File: src/rss_pkg.sv
// Functional notes
// - repeat jumps to loop label when condition holds
// - repeat advances if false or no label
// - three-bit code selects one of eight conditions
// - negate bit three inverts repeat and skip tests
// - skip advances count plus one when true
// - zero count skip busy-waits while true
// - skip beyond last instruction halts execution
// - stop opcode halts program execution
// - no-operation only advances program counter
// - rx on pulses output, waits for acknowledge
// - tx on waits; optionally raises mask bit
// - tx on only when channel clear
// - sample channel clear into status bit
// - radio off requests receive/transmit and synthesizer off
// - rx queue flush waits for acknowledge
// - tx queue flush waits for acknowledge
// - ack frames, pending clear/set, wait acknowledge
// - ack abort request to radio
// - program ops set/clear receive enable bit five
// - immediate ops set/clear bit five at once
// - immediate halt stops and raises halt flag
// - immediate run restarts at instruction zero
// - label records next address, one level
//
// constants, types and register map of the strobe sequencer.
// assumes one clock and an apb master with 32-bit data.
package rss_pkg;
  localparam int unsigned PROG_DEPTH = 24;
  localparam int unsigned PC_W = 5;
  localparam logic [PC_W-1:0] PROG_DEPTH_V = 5'h18;
  localparam int unsigned ADDR_W = 12;
  localparam logic [ADDR_W-1:0] OFF_CTRL = 12'h000;
  localparam logic [ADDR_W-1:0] OFF_IMM = 12'h004;
  localparam logic [ADDR_W-1:0] OFF_STAT = 12'h008;
  localparam logic [ADDR_W-1:0] OFF_PLEN = 12'h00c;
  localparam logic [ADDR_W-1:0] OFF_RXEN = 12'h010;
  localparam logic [ADDR_W-1:0] OFF_XVAL = 12'h014;
  localparam logic [ADDR_W-1:0] OFF_YREG = 12'h018;
  localparam logic [ADDR_W-1:0] OFF_ZREG = 12'h01c;
  localparam logic [ADDR_W-1:0] OFF_PROG = 12'h040;
  localparam logic [ADDR_W-1:0] OFF_PROG_END = 12'h0a0;
  localparam int CTRL_HOST_BIT = 0;
  localparam int CTRL_TXMASK_BIT = 1;
  localparam int STAT_RUN_BIT = 0;
  localparam int STAT_HALT_BIT = 1;
  localparam int STAT_LABEL_BIT = 2;
  localparam int STAT_PC_LSB = 8;
  localparam int RXEN_SAMPLE_BIT = 8;
  localparam int RXEN_MASK_BIT = 5;
  localparam int OP_NEG_BIT = 3;
  localparam logic [7:0] OP_STOP = 8'hd2;
  localparam logic [7:0] OP_NOP = 8'hd0;
  localparam logic [7:0] OP_LABEL = 8'hbb;
  localparam logic [7:0] OP_MASK_SET = 8'hd4;
  localparam logic [7:0] OP_MASK_CLR = 8'hd5;
  localparam logic [7:0] OP_SAMPLE = 8'hdb;
  localparam logic [3:0] OP_REPEAT_HI = 4'ha;
  localparam logic [3:0] OP_STROBE_HI = 4'hd;
  localparam logic [7:0] IOP_RUN = 8'he1;
  localparam logic [7:0] IOP_HALT = 8'he2;
  localparam logic [7:0] IOP_RXON = 8'he3;
  localparam logic [7:0] IOP_MASK_SET = 8'he4;
  localparam logic [7:0] IOP_MASK_CLR = 8'he5;
  localparam logic [2:0] COND_CCA = 3'b000;
  localparam logic [2:0] COND_SFD = 3'b001;
  localparam logic [2:0] COND_HOST = 3'b010;
  localparam logic [2:0] COND_RSVD = 3'b011;
  localparam logic [2:0] COND_XZ = 3'b100;
  localparam logic [2:0] COND_YZ = 3'b101;
  localparam logic [2:0] COND_ZZ = 3'b110;
  localparam logic [2:0] COND_RSSI = 3'b111;

  // radio command codes equal the low nibble of the program opcode
  typedef enum logic [3:0] {
    CMD_RXON = 4'b0011, CMD_ACK = 4'b0110, CMD_ACKPEND = 4'b0111, CMD_NACK = 4'b1000,
    CMD_TXON = 4'b1001, CMD_TXONCCA = 4'b1010, CMD_FLUSHRX = 4'b1101, CMD_FLUSHTX = 4'b1110,
    CMD_RFOFF = 4'b1111
  } rss_cmd_e;

  typedef struct packed {
    logic valid;
    rss_cmd_e cmd;
  } rss_strobe_s;

  typedef struct packed {
    logic cca;
    logic sfd;
    logic host;
    logic x_zero;
    logic y_zero;
    logic z_zero;
    logic signal_level_valid;
  } rss_flags_s;

  typedef enum logic [1:0] {ST_IDLE = 2'b00, ST_RUN = 2'b01, ST_WAIT = 2'b10} rss_state_e;
endpackage

File: src/rss_cond_sel.sv
// condition table lookup with negation for repeat and skip.
// assumes flags are already on the core clock.
`timescale 1ns/1ps
module rss_cond_sel import rss_pkg::*; (
  input wire logic [3:0] cond_field, // negate bit and condition code
  input wire rss_flags_s flags, // live condition sources
  output logic cond_true // evaluated condition
);
  logic raw;

  always_comb begin
    if (cond_field[2:0] == COND_CCA) begin
      raw = flags.cca;
    end else if (cond_field[2:0] == COND_SFD) begin
      raw = flags.sfd;
    end else if (cond_field[2:0] == COND_HOST) begin
      raw = flags.host;
    end else if (cond_field[2:0] == COND_RSVD) begin
      raw = 1'b0;
    end else if (cond_field[2:0] == COND_XZ) begin
      raw = flags.x_zero;
    end else if (cond_field[2:0] == COND_YZ) begin
      raw = flags.y_zero;
    end else if (cond_field[2:0] == COND_ZZ) begin
      raw = flags.z_zero;
    end else begin
      raw = flags.signal_level_valid;
    end
    cond_true = raw ^ cond_field[OP_NEG_BIT];
  end
endmodule

File: src/rss_sequencer.sv
// command strobe sequencer: program store, execution, host immediate ops, apb slave.
// assumes radio flags and acknowledge come from logic on core_clk.
//
// Implementation choices: the APB register port and the register offsets.
`timescale 1ns/1ps
module rss_sequencer import rss_pkg::*; (
  input wire logic core_clk, // system clock, 125 mhz
  input wire logic rst_n, // async reset, active low
  input wire logic psel, // apb select
  input wire logic penable, // apb enable
  input wire logic pwrite, // apb direction
  input wire logic [ADDR_W-1:0] paddr, // apb byte address
  input wire logic [31:0] pwdata, // apb write data
  output logic [31:0] prdata, // apb read data
  output logic pready, // apb ready
  output logic pslverr, // apb error on unmapped address
  input wire logic cca_in, // clear channel assessment
  input wire logic sfd_in, // start of frame active
  input wire logic signal_level_valid_in, // signal level valid
  input wire logic radio_ack, // radio accepted the last strobe
  output rss_strobe_s strobe_out, // command strobe to radio
  output logic rx_on_pulse_out, // receive enable pulse
  output logic [7:0] receive_enable_reg, // receive enable register
  output logic sampled_channel_clear, // last sampled channel clear value
  output logic halt_interrupt_flag, // sticky host halt flag
  output logic running // program executing
);
  logic [7:0] prog_mem [PROG_DEPTH];
  rss_state_e state_q;
  rss_state_e state_d;
  logic [PC_W-1:0] pc_q;
  logic [PC_W-1:0] pc_d;
  logic [PC_W-1:0] len_q;
  logic [PC_W-1:0] label_q;
  logic [PC_W-1:0] label_d;
  logic label_ok_q;
  logic label_ok_d;
  logic [1:0] ctrl_q;
  logic [7:0] rxen_q;
  logic sample_q;
  logic halt_flag_q;
  logic [7:0] xval_q;
  logic [7:0] yreg_q;
  logic [7:0] zreg_q;
  logic [31:0] prdata_q;

  // bus decode
  logic wr_en;
  logic rd_setup;
  logic sel_ctrl;
  logic sel_imm;
  logic sel_stat;
  logic sel_plen;
  logic sel_rxen;
  logic sel_x;
  logic sel_y;
  logic sel_z;
  logic sel_prog;
  logic mapped;
  logic [PC_W-1:0] prog_idx;
  logic [ADDR_W-1:0] prog_off;
  logic [31:0] rd_mux;

  // execution
  logic [7:0] instr;
  logic cond_true;
  rss_flags_s flags;
  rss_strobe_s prog_req;
  rss_strobe_s imm_req;
  logic [PC_W:0] pc_next;
  logic [PC_W:0] skip_tgt;
  logic prog_mask_set;
  logic prog_mask_clr;
  logic prog_sample;
  logic [7:0] imm_op;
  logic imm_wr;

  assign wr_en = psel && penable && pwrite;
  assign rd_setup = psel && !penable && !pwrite;
  assign pready = 1'b1;
  assign prdata = prdata_q;
  assign imm_op = pwdata[7:0];
  assign imm_wr = wr_en && sel_imm;

  always_comb begin
    sel_ctrl = 1'b0;
    sel_imm = 1'b0;
    sel_stat = 1'b0;
    sel_plen = 1'b0;
    sel_rxen = 1'b0;
    sel_x = 1'b0;
    sel_y = 1'b0;
    sel_z = 1'b0;
    sel_prog = 1'b0;
    prog_off = paddr - OFF_PROG;
    prog_idx = prog_off[PC_W+1:2];
    if (paddr == OFF_CTRL) begin
      sel_ctrl = 1'b1;
    end else if (paddr == OFF_IMM) begin
      sel_imm = 1'b1;
    end else if (paddr == OFF_STAT) begin
      sel_stat = 1'b1;
    end else if (paddr == OFF_PLEN) begin
      sel_plen = 1'b1;
    end else if (paddr == OFF_RXEN) begin
      sel_rxen = 1'b1;
    end else if (paddr == OFF_XVAL) begin
      sel_x = 1'b1;
    end else if (paddr == OFF_YREG) begin
      sel_y = 1'b1;
    end else if (paddr == OFF_ZREG) begin
      sel_z = 1'b1;
    end else if (paddr >= OFF_PROG && paddr < OFF_PROG_END && paddr[1:0] == 2'b00) begin
      sel_prog = 1'b1;
    end
    mapped = sel_ctrl | sel_imm | sel_stat | sel_plen | sel_rxen | sel_x | sel_y | sel_z | sel_prog;
  end

  assign pslverr = psel && penable && !mapped;

  always_comb begin
    rd_mux = '0;
    if (sel_ctrl) begin
      rd_mux[1:0] = ctrl_q;
    end else if (sel_stat) begin
      rd_mux[STAT_RUN_BIT] = (state_q != ST_IDLE);
      rd_mux[STAT_HALT_BIT] = halt_flag_q;
      rd_mux[STAT_LABEL_BIT] = label_ok_q;
      rd_mux[STAT_PC_LSB +: PC_W] = pc_q;
    end else if (sel_plen) begin
      rd_mux[PC_W-1:0] = len_q;
    end else if (sel_rxen) begin
      rd_mux[7:0] = rxen_q;
      rd_mux[RXEN_SAMPLE_BIT] = sample_q;
    end else if (sel_x) begin
      rd_mux[7:0] = xval_q;
    end else if (sel_y) begin
      rd_mux[7:0] = yreg_q;
    end else if (sel_z) begin
      rd_mux[7:0] = zreg_q;
    end else if (sel_prog) begin
      rd_mux[7:0] = prog_mem[prog_idx];
    end
  end

  always_ff @(posedge core_clk or negedge rst_n) begin
    if (!rst_n) begin
      prdata_q <= '0;
    end else if (rd_setup) begin
      prdata_q <= rd_mux;
    end
  end

  always_ff @(posedge core_clk or negedge rst_n) begin
    if (!rst_n) begin
      ctrl_q <= '0;
      len_q <= '0;
      xval_q <= '0;
      yreg_q <= '0;
      zreg_q <= '0;
    end else if (wr_en) begin
      if (sel_ctrl) begin
        ctrl_q <= pwdata[1:0];
      end
      if (sel_plen) begin
        len_q <= (pwdata > 32'(PROG_DEPTH)) ? PROG_DEPTH_V : pwdata[PC_W-1:0];
      end
      if (sel_x) begin
        xval_q <= pwdata[7:0];
      end
      if (sel_y) begin
        yreg_q <= pwdata[7:0];
      end
      if (sel_z) begin
        zreg_q <= pwdata[7:0];
      end
    end
  end

  always_ff @(posedge core_clk or negedge rst_n) begin
    if (!rst_n) begin
      for (int i = 0; i < PROG_DEPTH; i++) begin
        prog_mem[i] <= OP_NOP;
      end
    end else if (wr_en && sel_prog) begin
      prog_mem[prog_idx] <= pwdata[7:0];
    end
  end

  assign flags.cca = cca_in;
  assign flags.sfd = sfd_in;
  assign flags.host = ctrl_q[CTRL_HOST_BIT];
  assign flags.x_zero = (xval_q == 8'h00);
  assign flags.y_zero = (yreg_q == 8'h00);
  assign flags.z_zero = (zreg_q == 8'h00);
  assign flags.signal_level_valid = signal_level_valid_in;

  assign instr = prog_mem[pc_q];

  rss_cond_sel u_cond (
    .cond_field(instr[3:0]),
    .flags(flags),
    .cond_true(cond_true)
  );

  always_comb begin
    imm_req = '0;
    if (imm_wr && imm_op == IOP_RXON) begin
      imm_req.valid = 1'b1;
      imm_req.cmd = CMD_RXON;
    end
  end

  // one instruction per cycle; a host strobe in the same cycle holds the program back
  always_comb begin
    state_d = state_q;
    pc_d = pc_q;
    label_d = label_q;
    label_ok_d = label_ok_q;
    prog_req = '0;
    prog_mask_set = 1'b0;
    prog_mask_clr = 1'b0;
    prog_sample = 1'b0;
    pc_next = {1'b0, pc_q} + 6'h01;
    skip_tgt = {1'b0, pc_q} + {3'b000, instr[6:4]} + 6'h01;
    if (state_q == ST_RUN && !imm_req.valid) begin
      if (pc_next >= {1'b0, len_q}) begin
        state_d = ST_IDLE;
      end else begin
        pc_d = pc_next[PC_W-1:0];
      end
      if (!instr[7]) begin
        if (cond_true) begin
          if (instr[6:4] == 3'b000) begin
            state_d = ST_RUN;
            pc_d = pc_q;
          end else if (skip_tgt >= {1'b0, len_q}) begin
            state_d = ST_IDLE;
            pc_d = pc_q;
          end else begin
            state_d = ST_RUN;
            pc_d = skip_tgt[PC_W-1:0];
          end
        end
      end else if (instr[7:4] == OP_REPEAT_HI) begin
        if (cond_true && label_ok_q) begin
          state_d = ST_RUN;
          pc_d = label_q;
        end
      end else if (instr == OP_LABEL) begin
        label_ok_d = 1'b1;
        label_d = (pc_next >= {1'b0, PROG_DEPTH_V}) ? pc_q : pc_next[PC_W-1:0];
      end else if (instr == OP_STOP) begin
        state_d = ST_IDLE;
        pc_d = pc_q;
      end else if (instr == OP_MASK_SET) begin
        prog_mask_set = 1'b1;
      end else if (instr == OP_MASK_CLR) begin
        prog_mask_clr = 1'b1;
      end else if (instr == OP_SAMPLE) begin
        prog_sample = 1'b1;
      end else if (instr[7:4] == OP_STROBE_HI && instr != OP_NOP) begin
        prog_req.cmd = rss_cmd_e'(instr[3:0]);
        case (instr[3:0])
          CMD_RXON, CMD_FLUSHRX, CMD_FLUSHTX, CMD_ACK, CMD_ACKPEND: begin
            prog_req.valid = 1'b1;
            state_d = ST_WAIT;
            pc_d = pc_q;
          end
          CMD_TXON: begin
            prog_req.valid = 1'b1;
            prog_mask_set = ctrl_q[CTRL_TXMASK_BIT];
            state_d = ST_WAIT;
            pc_d = pc_q;
          end
          CMD_TXONCCA: begin
            prog_req.valid = cca_in;
          end
          CMD_RFOFF, CMD_NACK: begin
            prog_req.valid = 1'b1;
          end
          default: begin
            prog_req.valid = 1'b0;
          end
        endcase
      end
    end else if (state_q == ST_WAIT && radio_ack) begin
      if (pc_next >= {1'b0, len_q}) begin
        state_d = ST_IDLE;
      end else begin
        state_d = ST_RUN;
        pc_d = pc_next[PC_W-1:0];
      end
    end
    if (imm_wr && imm_op == IOP_HALT) begin
      state_d = ST_IDLE;
      label_ok_d = 1'b0;
    end else if (imm_wr && imm_op == IOP_RUN) begin
      pc_d = '0;
      label_ok_d = 1'b0;
      state_d = (len_q == '0) ? ST_IDLE : ST_RUN;
    end
  end

  always_ff @(posedge core_clk or negedge rst_n) begin
    if (!rst_n) begin
      state_q <= ST_IDLE;
      pc_q <= '0;
    end else begin
      state_q <= state_d;
      pc_q <= pc_d;
    end
  end

  always_ff @(posedge core_clk or negedge rst_n) begin
    if (!rst_n) begin
      label_q <= '0;
      label_ok_q <= 1'b0;
    end else begin
      label_q <= label_d;
      label_ok_q <= label_ok_d;
    end
  end

  // host write first, then sequencer and immediate ops on the mask bit
  always_ff @(posedge core_clk or negedge rst_n) begin
    if (!rst_n) begin
      rxen_q <= '0;
    end else begin
      if (wr_en && sel_rxen) begin
        rxen_q <= pwdata[7:0];
      end
      if (prog_mask_set || (imm_wr && imm_op == IOP_MASK_SET)) begin
        rxen_q[RXEN_MASK_BIT] <= 1'b1;
      end else if (prog_mask_clr || (imm_wr && imm_op == IOP_MASK_CLR)) begin
        rxen_q[RXEN_MASK_BIT] <= 1'b0;
      end
    end
  end

  always_ff @(posedge core_clk or negedge rst_n) begin
    if (!rst_n) begin
      sample_q <= 1'b0;
    end else if (prog_sample) begin
      sample_q <= cca_in;
    end
  end

  // set wins over a write-one clear in the same cycle
  always_ff @(posedge core_clk or negedge rst_n) begin
    if (!rst_n) begin
      halt_flag_q <= 1'b0;
    end else if (imm_wr && imm_op == IOP_HALT) begin
      halt_flag_q <= 1'b1;
    end else if (wr_en && sel_stat && pwdata[STAT_HALT_BIT]) begin
      halt_flag_q <= 1'b0;
    end
  end

  rss_strobe_out u_strobe (
    .core_clk(core_clk),
    .rst_n(rst_n),
    .prog_req(prog_req),
    .imm_req(imm_req),
    .strobe_q(strobe_out),
    .rx_on_pulse_q(rx_on_pulse_out)
  );

  assign receive_enable_reg = rxen_q;
  assign sampled_channel_clear = sample_q;
  assign halt_interrupt_flag = halt_flag_q;
  assign running = (state_q != ST_IDLE);
endmodule

File: src/rss_strobe_out.sv
// registers radio command strobes from program or host into one-cycle pulses.
// assumes the caller never raises both requests in one cycle.
`timescale 1ns/1ps
module rss_strobe_out import rss_pkg::*; (
  input wire logic core_clk, // system clock
  input wire logic rst_n, // async reset, active low
  input wire rss_strobe_s prog_req, // request from program execution
  input wire rss_strobe_s imm_req, // request from host immediate op
  output rss_strobe_s strobe_q, // one-cycle command strobe to radio
  output logic rx_on_pulse_q // one-cycle receive enable pulse
);
  rss_strobe_s pick;

  always_comb begin
    pick = imm_req.valid ? imm_req : prog_req;
  end

  always_ff @(posedge core_clk or negedge rst_n) begin
    if (!rst_n) begin
      strobe_q <= '0;
    end else begin
      strobe_q <= pick;
    end
  end

  always_ff @(posedge core_clk or negedge rst_n) begin
    if (!rst_n) begin
      rx_on_pulse_q <= 1'b0;
    end else begin
      rx_on_pulse_q <= pick.valid && (pick.cmd == CMD_RXON);
    end
  end
endmodule

File: config.mk
export PLATFORM = sky130hd
export DESIGN_NAME = rss_sequencer
export DESIGN_NICKNAME = d
export VERILOG_FILES = /design/src/rss_pkg.sv /design/src/rss_cond_sel.sv /design/src/rss_sequencer.sv /design/src/rss_strobe_out.sv
export SDC_FILE = /design/constraint.sdc
export NUM_CORES = 1
export LEC_CHECK = 0
export BUFFER_PORTS_ARGS = -buffer_cell sky130_fd_sc_hd__buf_2
export CAP_MARGIN = 20
export CORE_MARGIN = 3
export CORE_UTILIZATION = 50
export DETAILED_ROUTE_END_ITERATION = 7
export PLACE_DENSITY = 0.68
export RECOVER_POWER = 50
export SLEW_MARGIN = 20
export SYNTH_ARGS = -nofsm -noshare
export SYNTH_HDL_FRONTEND = slang
export SYNTH_SLANG_ARGS = --single-unit
File: constraint.sdc
create_clock -name core_clk -period 9.5 [get_ports core_clk]
set_input_delay 1.9 -clock core_clk [delete_from_list [all_inputs] [get_ports core_clk]]
set_output_delay 1.9 -clock core_clk [all_outputs]
set_load 0.05 [all_outputs]
==> results of run 1 <==
## synthesized netlist by cell type (all sizes together), types with 11 or more instances
master / n / area, um2
nand3: 36 / 185
o21ai: 41 / 209
a22oi: 14 / 105
mux2: 234 / 2640
nand2: 85 / 322
nor3: 17 / 85.1
clkbuf: 59 / 223
mux2i: 64 / 641
xnor2: 11 / 115
dfrtp: 193 / 4830
nor4: 18 / 158
ha: 15 / 188
inv: 21 / 78.8
nor2: 78 / 293
dfstp: 72 / 1890
nand2b: 12 / 75.1
mux4: 80 / 1800
a21oi: 38 / 209
buf: 53 / 364
## report_power, final
part           switching, mW  internal, mW  leakage (nW)
clock                  0.460         0.671         0.475
combinational          0.620         0.390          3.69
sequential            0.0751          1.15          3.40
total                   1.15          2.21          7.57
## final timing paths
kind	startpoint	end	slack, ps	depth (start not counted)
setup reg to reg	pc_q[0]	pc_q[3]	3720	19
hold / removal	prdata[10]	prdata[10]	470	2
hold reg to reg	prdata[10]	prdata[10]	470	2
max in group core_clk	pc_q[0]	pc_q[3]	3720	19
setup / recovery	rst_n	prog_mem[99]	2710	2
min in group asynchronous	rst_n	yreg_q[4]	3260	1
## per-stage QoR
stage	hold slack (ps)	utilization, %	setup WS (ps)
finish	471	55.6	2710
global placement	452	52.6	3870
floorplan	462	-	3550
detailed placement	455	52.6	3790
CTS	468	55.7	3780
global route	494	55.6	1670
## routing by layer
layer	vias to the layer above	global-route usage, %	wire length [um]
li1	4862	-	-
met3	79	3.83	3170
met1	5796	36.5	18400
met5	-	0	0
met2	513	41.1	20200
met4	0	8.29	1510
## worst min-delay path, delay by kind of cell, from the launching register on
kind	cells	cell delay, ps
flip-flops	1	340
AND/OR/NAND/NOR	2	100
## cell families (layout without fill, tap and decap cells)
| kind of cell | count (synthesis) | after routing | synth area share [%] |
|---|---|---|---|
| XOR/XNOR | 14 | 14 | 0.905 |
| multiplexers | 378 | 378 | 32.5 |
| AO/OA/AOI/OAI | 182 | 182 | 8.26 |
| AND/OR/NAND/NOR | 302 | 302 | 9.63 |
| adder cells (fa/ha/maj) | 16 | 16 | 1.33 |
| buffers and inverters | 134 | 173 | 4.28 |
| other | 2 | 20 | 0.0481 |
| flip-flops | 265 | 265 | 43.0 |
## layout make-up
cell class              instances  area, um2  share of cell area (%)
flip-flops and latches        265       6730                    39.4
repair buffers                 97        500                    2.93
clock buffers                  45        856                    5.02
multi-input cells             912       8300                    48.7
well taps                     396        495                    2.90
clock inverters                 9       98.8                   0.579
inverters                      22       82.6                   0.484
==> results_dict.tcl, run 1 <==
set metrics [dict create \
    synth-edff-count 0 \
    io_buffers 83 \
    cp_max_fo 96 \
    violations "max-capacitance violations, max-slew violations" \
    die_y_um 183 \
    synth_area_um2 15600 \
    cts_buffers 29 \
    dp_hpwl_mm 29.7 \
    place_congestion 0.902 \
    syn_to_final_growth_pct 9.20 \
    peakVddDrop_mv 0.147 \
    crit_family "buffers and inverters" \
    max_stage_delay_ps 3620 \
    drc 0 \
    first_pass_iters 6 \
    antenna_found_initial 0 \
    cp_cell_sequence "clkbuf_1 > clkbuf_2" \
    grt_usage_pct 25.7 \
    path_clk_slew_ps 60 \
    rsz0062_at_grt "false" \
    yosysWarnings 0 \
    final_cell_mix "mux2_2, dfrtp_1, nand2_1" \
    cellPowerDensity_nw_per_um2 197 \
    largest_register_ffs 192 \
    tns_ps 0 \
    cts_hold_buffers 0 \
    fin_cells 1746 \
    max-clock-path-buffers 3 \
    max_cap_violations 2 \
    clkLatencyLatePin_ps 550 \
    synth_flop_cell "dfrtp_1" \
    crit_required_ps 9890 \
    synth-async-reset-ratio_pct 100 \
    setup_viol 0 \
    via_per_inst 6.44 \
    clock-sinks 265 \
    first_global_vias 11000 \
    final-max-slew-violation-count 97 \
    worst_clock_skew_ps 8.86 \
    ios 104 \
    cp_num_buf_inv 2 \
    ant_nets 0 \
    placementRows 64 \
    initial_utilization_pct 50.9 \
    wirelength_mm 43.2 \
    slowest_stage "clkbuf_1" \
    drtIter0Drc 1160 \
    fin_crit_ps 6790 \
    dpl.cell_count 1692 \
    worstSetupStartpointType "input port" \
    cts_htree_levels 1 \
    synth_cell_type_count 81 \
    synth_area_per_cell_um2 12.1 \
    final_common_cell "mux2_2" \
    root_buffer "clkbuf_16" \
    fmax_mhz 147 \
    ys_seq_elements 265 \
    n_fill_cell 2637 \
    status "finished with violations" \
    vias 11300 \
    synth_cells 1293 \
    core_um2 30700 \
    diodes 0 \
    wl_per_cell_um 24.8 \
    final_nets 1396 \
    hp-class "reg2reg" \
    largest-register "prog_mem" \
    seq_area_frac_synth_pct 43.0 \
    overflow 0 \
    worst_pin_slew_ps 5240 \
    critPathCaptureType "async pin" \
    hold_violations 0 \
    slew-limit-headroom_pct -249 \
    power.total_mw 3.36 \
    crit_arrival_ps 7180 \
    grt_max_degree 97 \
    criticalPathCategory "in2async" \
    cts_tree "built" \
    dieWidth_um 183 \
    grt_pass1_wl_mm 66.9 \
    cts_resized 0 \
    layout-drive-gt1-share_pct 39.6 \
    die_area_um2 33400 \
    place_area_um2 16100 \
    postCtsSetupRepairBufs 0 \
    fin_crit_sh_pct 71.4 \
    p_leak_nw 7.57 \
    stdcell_area_um2 17100 \
]
(Power assumes the default switching activity.)
==> inputs of run 2 (changes only) <==
--- a/config.mk
+++ b/config.mk
@@ -10,7 +10,7 @@
 export CORE_MARGIN = 3
 export CORE_UTILIZATION = 50
 export DETAILED_ROUTE_END_ITERATION = 7
-export PLACE_DENSITY = 0.68
+export PLACE_DENSITY = 0.7
 export RECOVER_POWER = 50
 export SLEW_MARGIN = 20
 export SYNTH_ARGS = -nofsm -noshare
==> constraint.sdc (replaced) <==
create_clock -name core_clk -period 6.1 [get_ports core_clk]
set_input_delay 1.22 -clock core_clk [delete_from_list [all_inputs] [get_ports core_clk]]
set_output_delay 1.22 -clock core_clk [all_outputs]
set_load 0.05 [all_outputs]
==> run 2 against run 1 <==
  * The run still ends with max-capacitance violations, max-slew violations left
  * Critical path depth grew 16
  * Flip-flop and latch count is the same
  * Register-to-register slack lost 2700 ps
  * Setup slack lost 1700 ps
  * Via count grew 3.5%
  * Die area is the same
  * Non-clock buffer count grew 8
  * Worst hold slack lost 6.2 ps
  * Utilization grew 0.57 points
  * First-iteration DRC count grew 11%
  * Sequential power grew 59%
  * Highest routed layer is now met5
==> results_dict.tcl, run 2 (synthesis gave the netlist of run 1 again) <==
set metrics [dict create \
    grt_usage_pct 26.9 \
    status "finished with violations" \
    criticalPathCategory "reg2reg" \
    wirelength_mm 45.2 \
    wl_per_cell_um 25.7 \
    largest-register "prog_mem" \
    die_y_um 183 \
    max_stage_delay_ps 930 \
    overflow 0 \
    r2r_setup_slack_ps 980 \
    path_clk_slew_ps 60 \
    die_area_um2 33400 \
    n_fill_cell 2515 \
    ios 104 \
    drc 0 \
    cts_hold_buffers 0 \
    peakVddDrop_mv 0.220 \
    worstSetupStartpointType "register" \
    critPathCaptureType "register" \
    intPower_mw 3.56 \
    diodes 0 \
    crit_required_ps 6530 \
    slowest_stage "dfrtp_4" \
    max-clock-path-buffers 3 \
    hp-class "reg2reg" \
    first_global_vias 11400 \
    power.total_mw 5.39 \
    clkLatencyLatePin_ps 560 \
    cts_resized 0 \
    ant_nets 0 \
    p_leak_nw 7.64 \
    cellPowerDensity_nw_per_um2 312 \
    fmax_mhz 195 \
    placementRows 64 \
    clock-sinks 265 \
    cp_cell_sequence "mux4_2 > mux2i_1 > nor2_1 > nor2_1 > ha_1 > fa_1 > inv_1 > ha_1 > a21o_1 > a21o_1 > a21oi_1 > o21ai_0 > or2_1 > nor2b_1 > xnor2_1 > mux2i_1 > a221oi_1 > a211oi_1" \
    layout-drive-gt1-share_pct 40.2 \
    io_buffers 83 \
    place_congestion 0.939 \
    fin_crit_ps 5120 \
    antenna_found_initial 1 \
    largest_register_ffs 192 \
    postCtsSetupRepairBufs 0 \
    final_common_cell "mux2_2" \
    pwr-share-comb_pct 29.0 \
    worst_pin_slew_ps 4060 \
    grt_pass1_wl_mm 69.5 \
    cp_max_fo 38 \
    max_cap_violations 1 \
    fin_crit_sh_pct 84.0 \
    pre_cts_ws_ps 1030 \
    cts_buffers 30 \
    seqPwrFrac_pct 36.0 \
    final_cell_mix "mux2_2, dfrtp_1, nand2_1" \
    vias 11600 \
    dieWidth_um 183 \
    dp_hpwl_mm 31.1 \
    worst_clock_skew_ps 11.9 \
    root_buffer "clkbuf_16" \
    clockPowerShare_pct 35.0 \
    switching_share_pct 33.9 \
    drtIter0Drc 1284 \
    final_nets 1405 \
    crit_arrival_ps 5550 \
    rsz0062_at_grt "false" \
    tns_ps 0 \
    grt_max_degree 86 \
    first_pass_iters 6 \
    cts_tree "built" \
    slew-limit-headroom_pct -171 \
    setup_viol 0 \
    switching_power_mw 1.83 \
    finalWorstSetupSlack_ps 976 \
    whs_ps 465 \
    hold_violations 0 \
    core_um2 30700 \
    initial_utilization_pct 50.9 \
    via_per_inst 6.63 \
    cts_htree_levels 1 \
    syn_to_final_growth_pct 10.3 \
    final-max-slew-violation-count 75 \
    violations "max-capacitance violations, max-slew violations" \
]
[run 2: layout make-up]
cell class / count / area, um2 / share of cell area (%)
multi-input cells: 912 / 8300 / 48.2
flip-flops and latches: 265 / 6730 / 39.0
clock buffers: 45 / 908 / 5.27
repair buffers: 105 / 576 / 3.34
well taps: 396 / 495 / 2.87
clock inverters: 11 / 146 / 0.849
inverters: 22 / 82.6 / 0.479
[run 2: final timing paths]
path,end,from,cells past startpoint
worst max-delay path,pc_q[3],pc_q[0],18
worst min register to register,prdata[10],prdata[10],2
min in group asynchronous,receive_enable_reg[4],rst_n,1
worst max register to register,pc_q[3],pc_q[0],18
max in group asynchronous,prog_mem[9],rst_n,2
worst min-delay path,prdata[10],prdata[10],2
[run 2: routing by layer]
layer | up-vias | routed length, um | global-route usage (%)
met4 | 2 | 1730 | 9.43
met3 | 122 | 3830 | 4.28
met2 | 685 | 21300 | 43.9
met1 | 5939 | 18300 | 36.9
li1 | 4891 | - | -
met5 | - | 13 | 0
[run 2: through the flow]
stage	util (%)	cell area (um2)	std cells
after global placement	52.9	16200	1700
after global routing	56.2	17200	1756
final	56.2	17200	1756
after CTS	56.3	17300	1756
after detailed placement	52.9	16200	1700
after floorplan	-	15700	1311
[run 2: worst max-delay path: cells and delay by family (launching register included)]
family          cells  cell delay (ps)
compound gates      6             1000
simple gates        4             1040
flops               1              930
buf+inv             1               80
fa+ha+maj           3              920
mux                 3              870
xor+xnor            1              130
[run 2: power by group through the flow]
stage / clock (mW) / sequential [mW] / combinational [mW]
finish: 1.89 / 1.94 / 1.56
global route: 2.00 / 1.94 / 1.69
CTS: 1.92 / 1.94 / 1.54
detailed placement: 0 / 1.97 / 1.53
global placement: 0 / 1.96 / 1.51
floorplan: 0 / 1.85 / 1.29
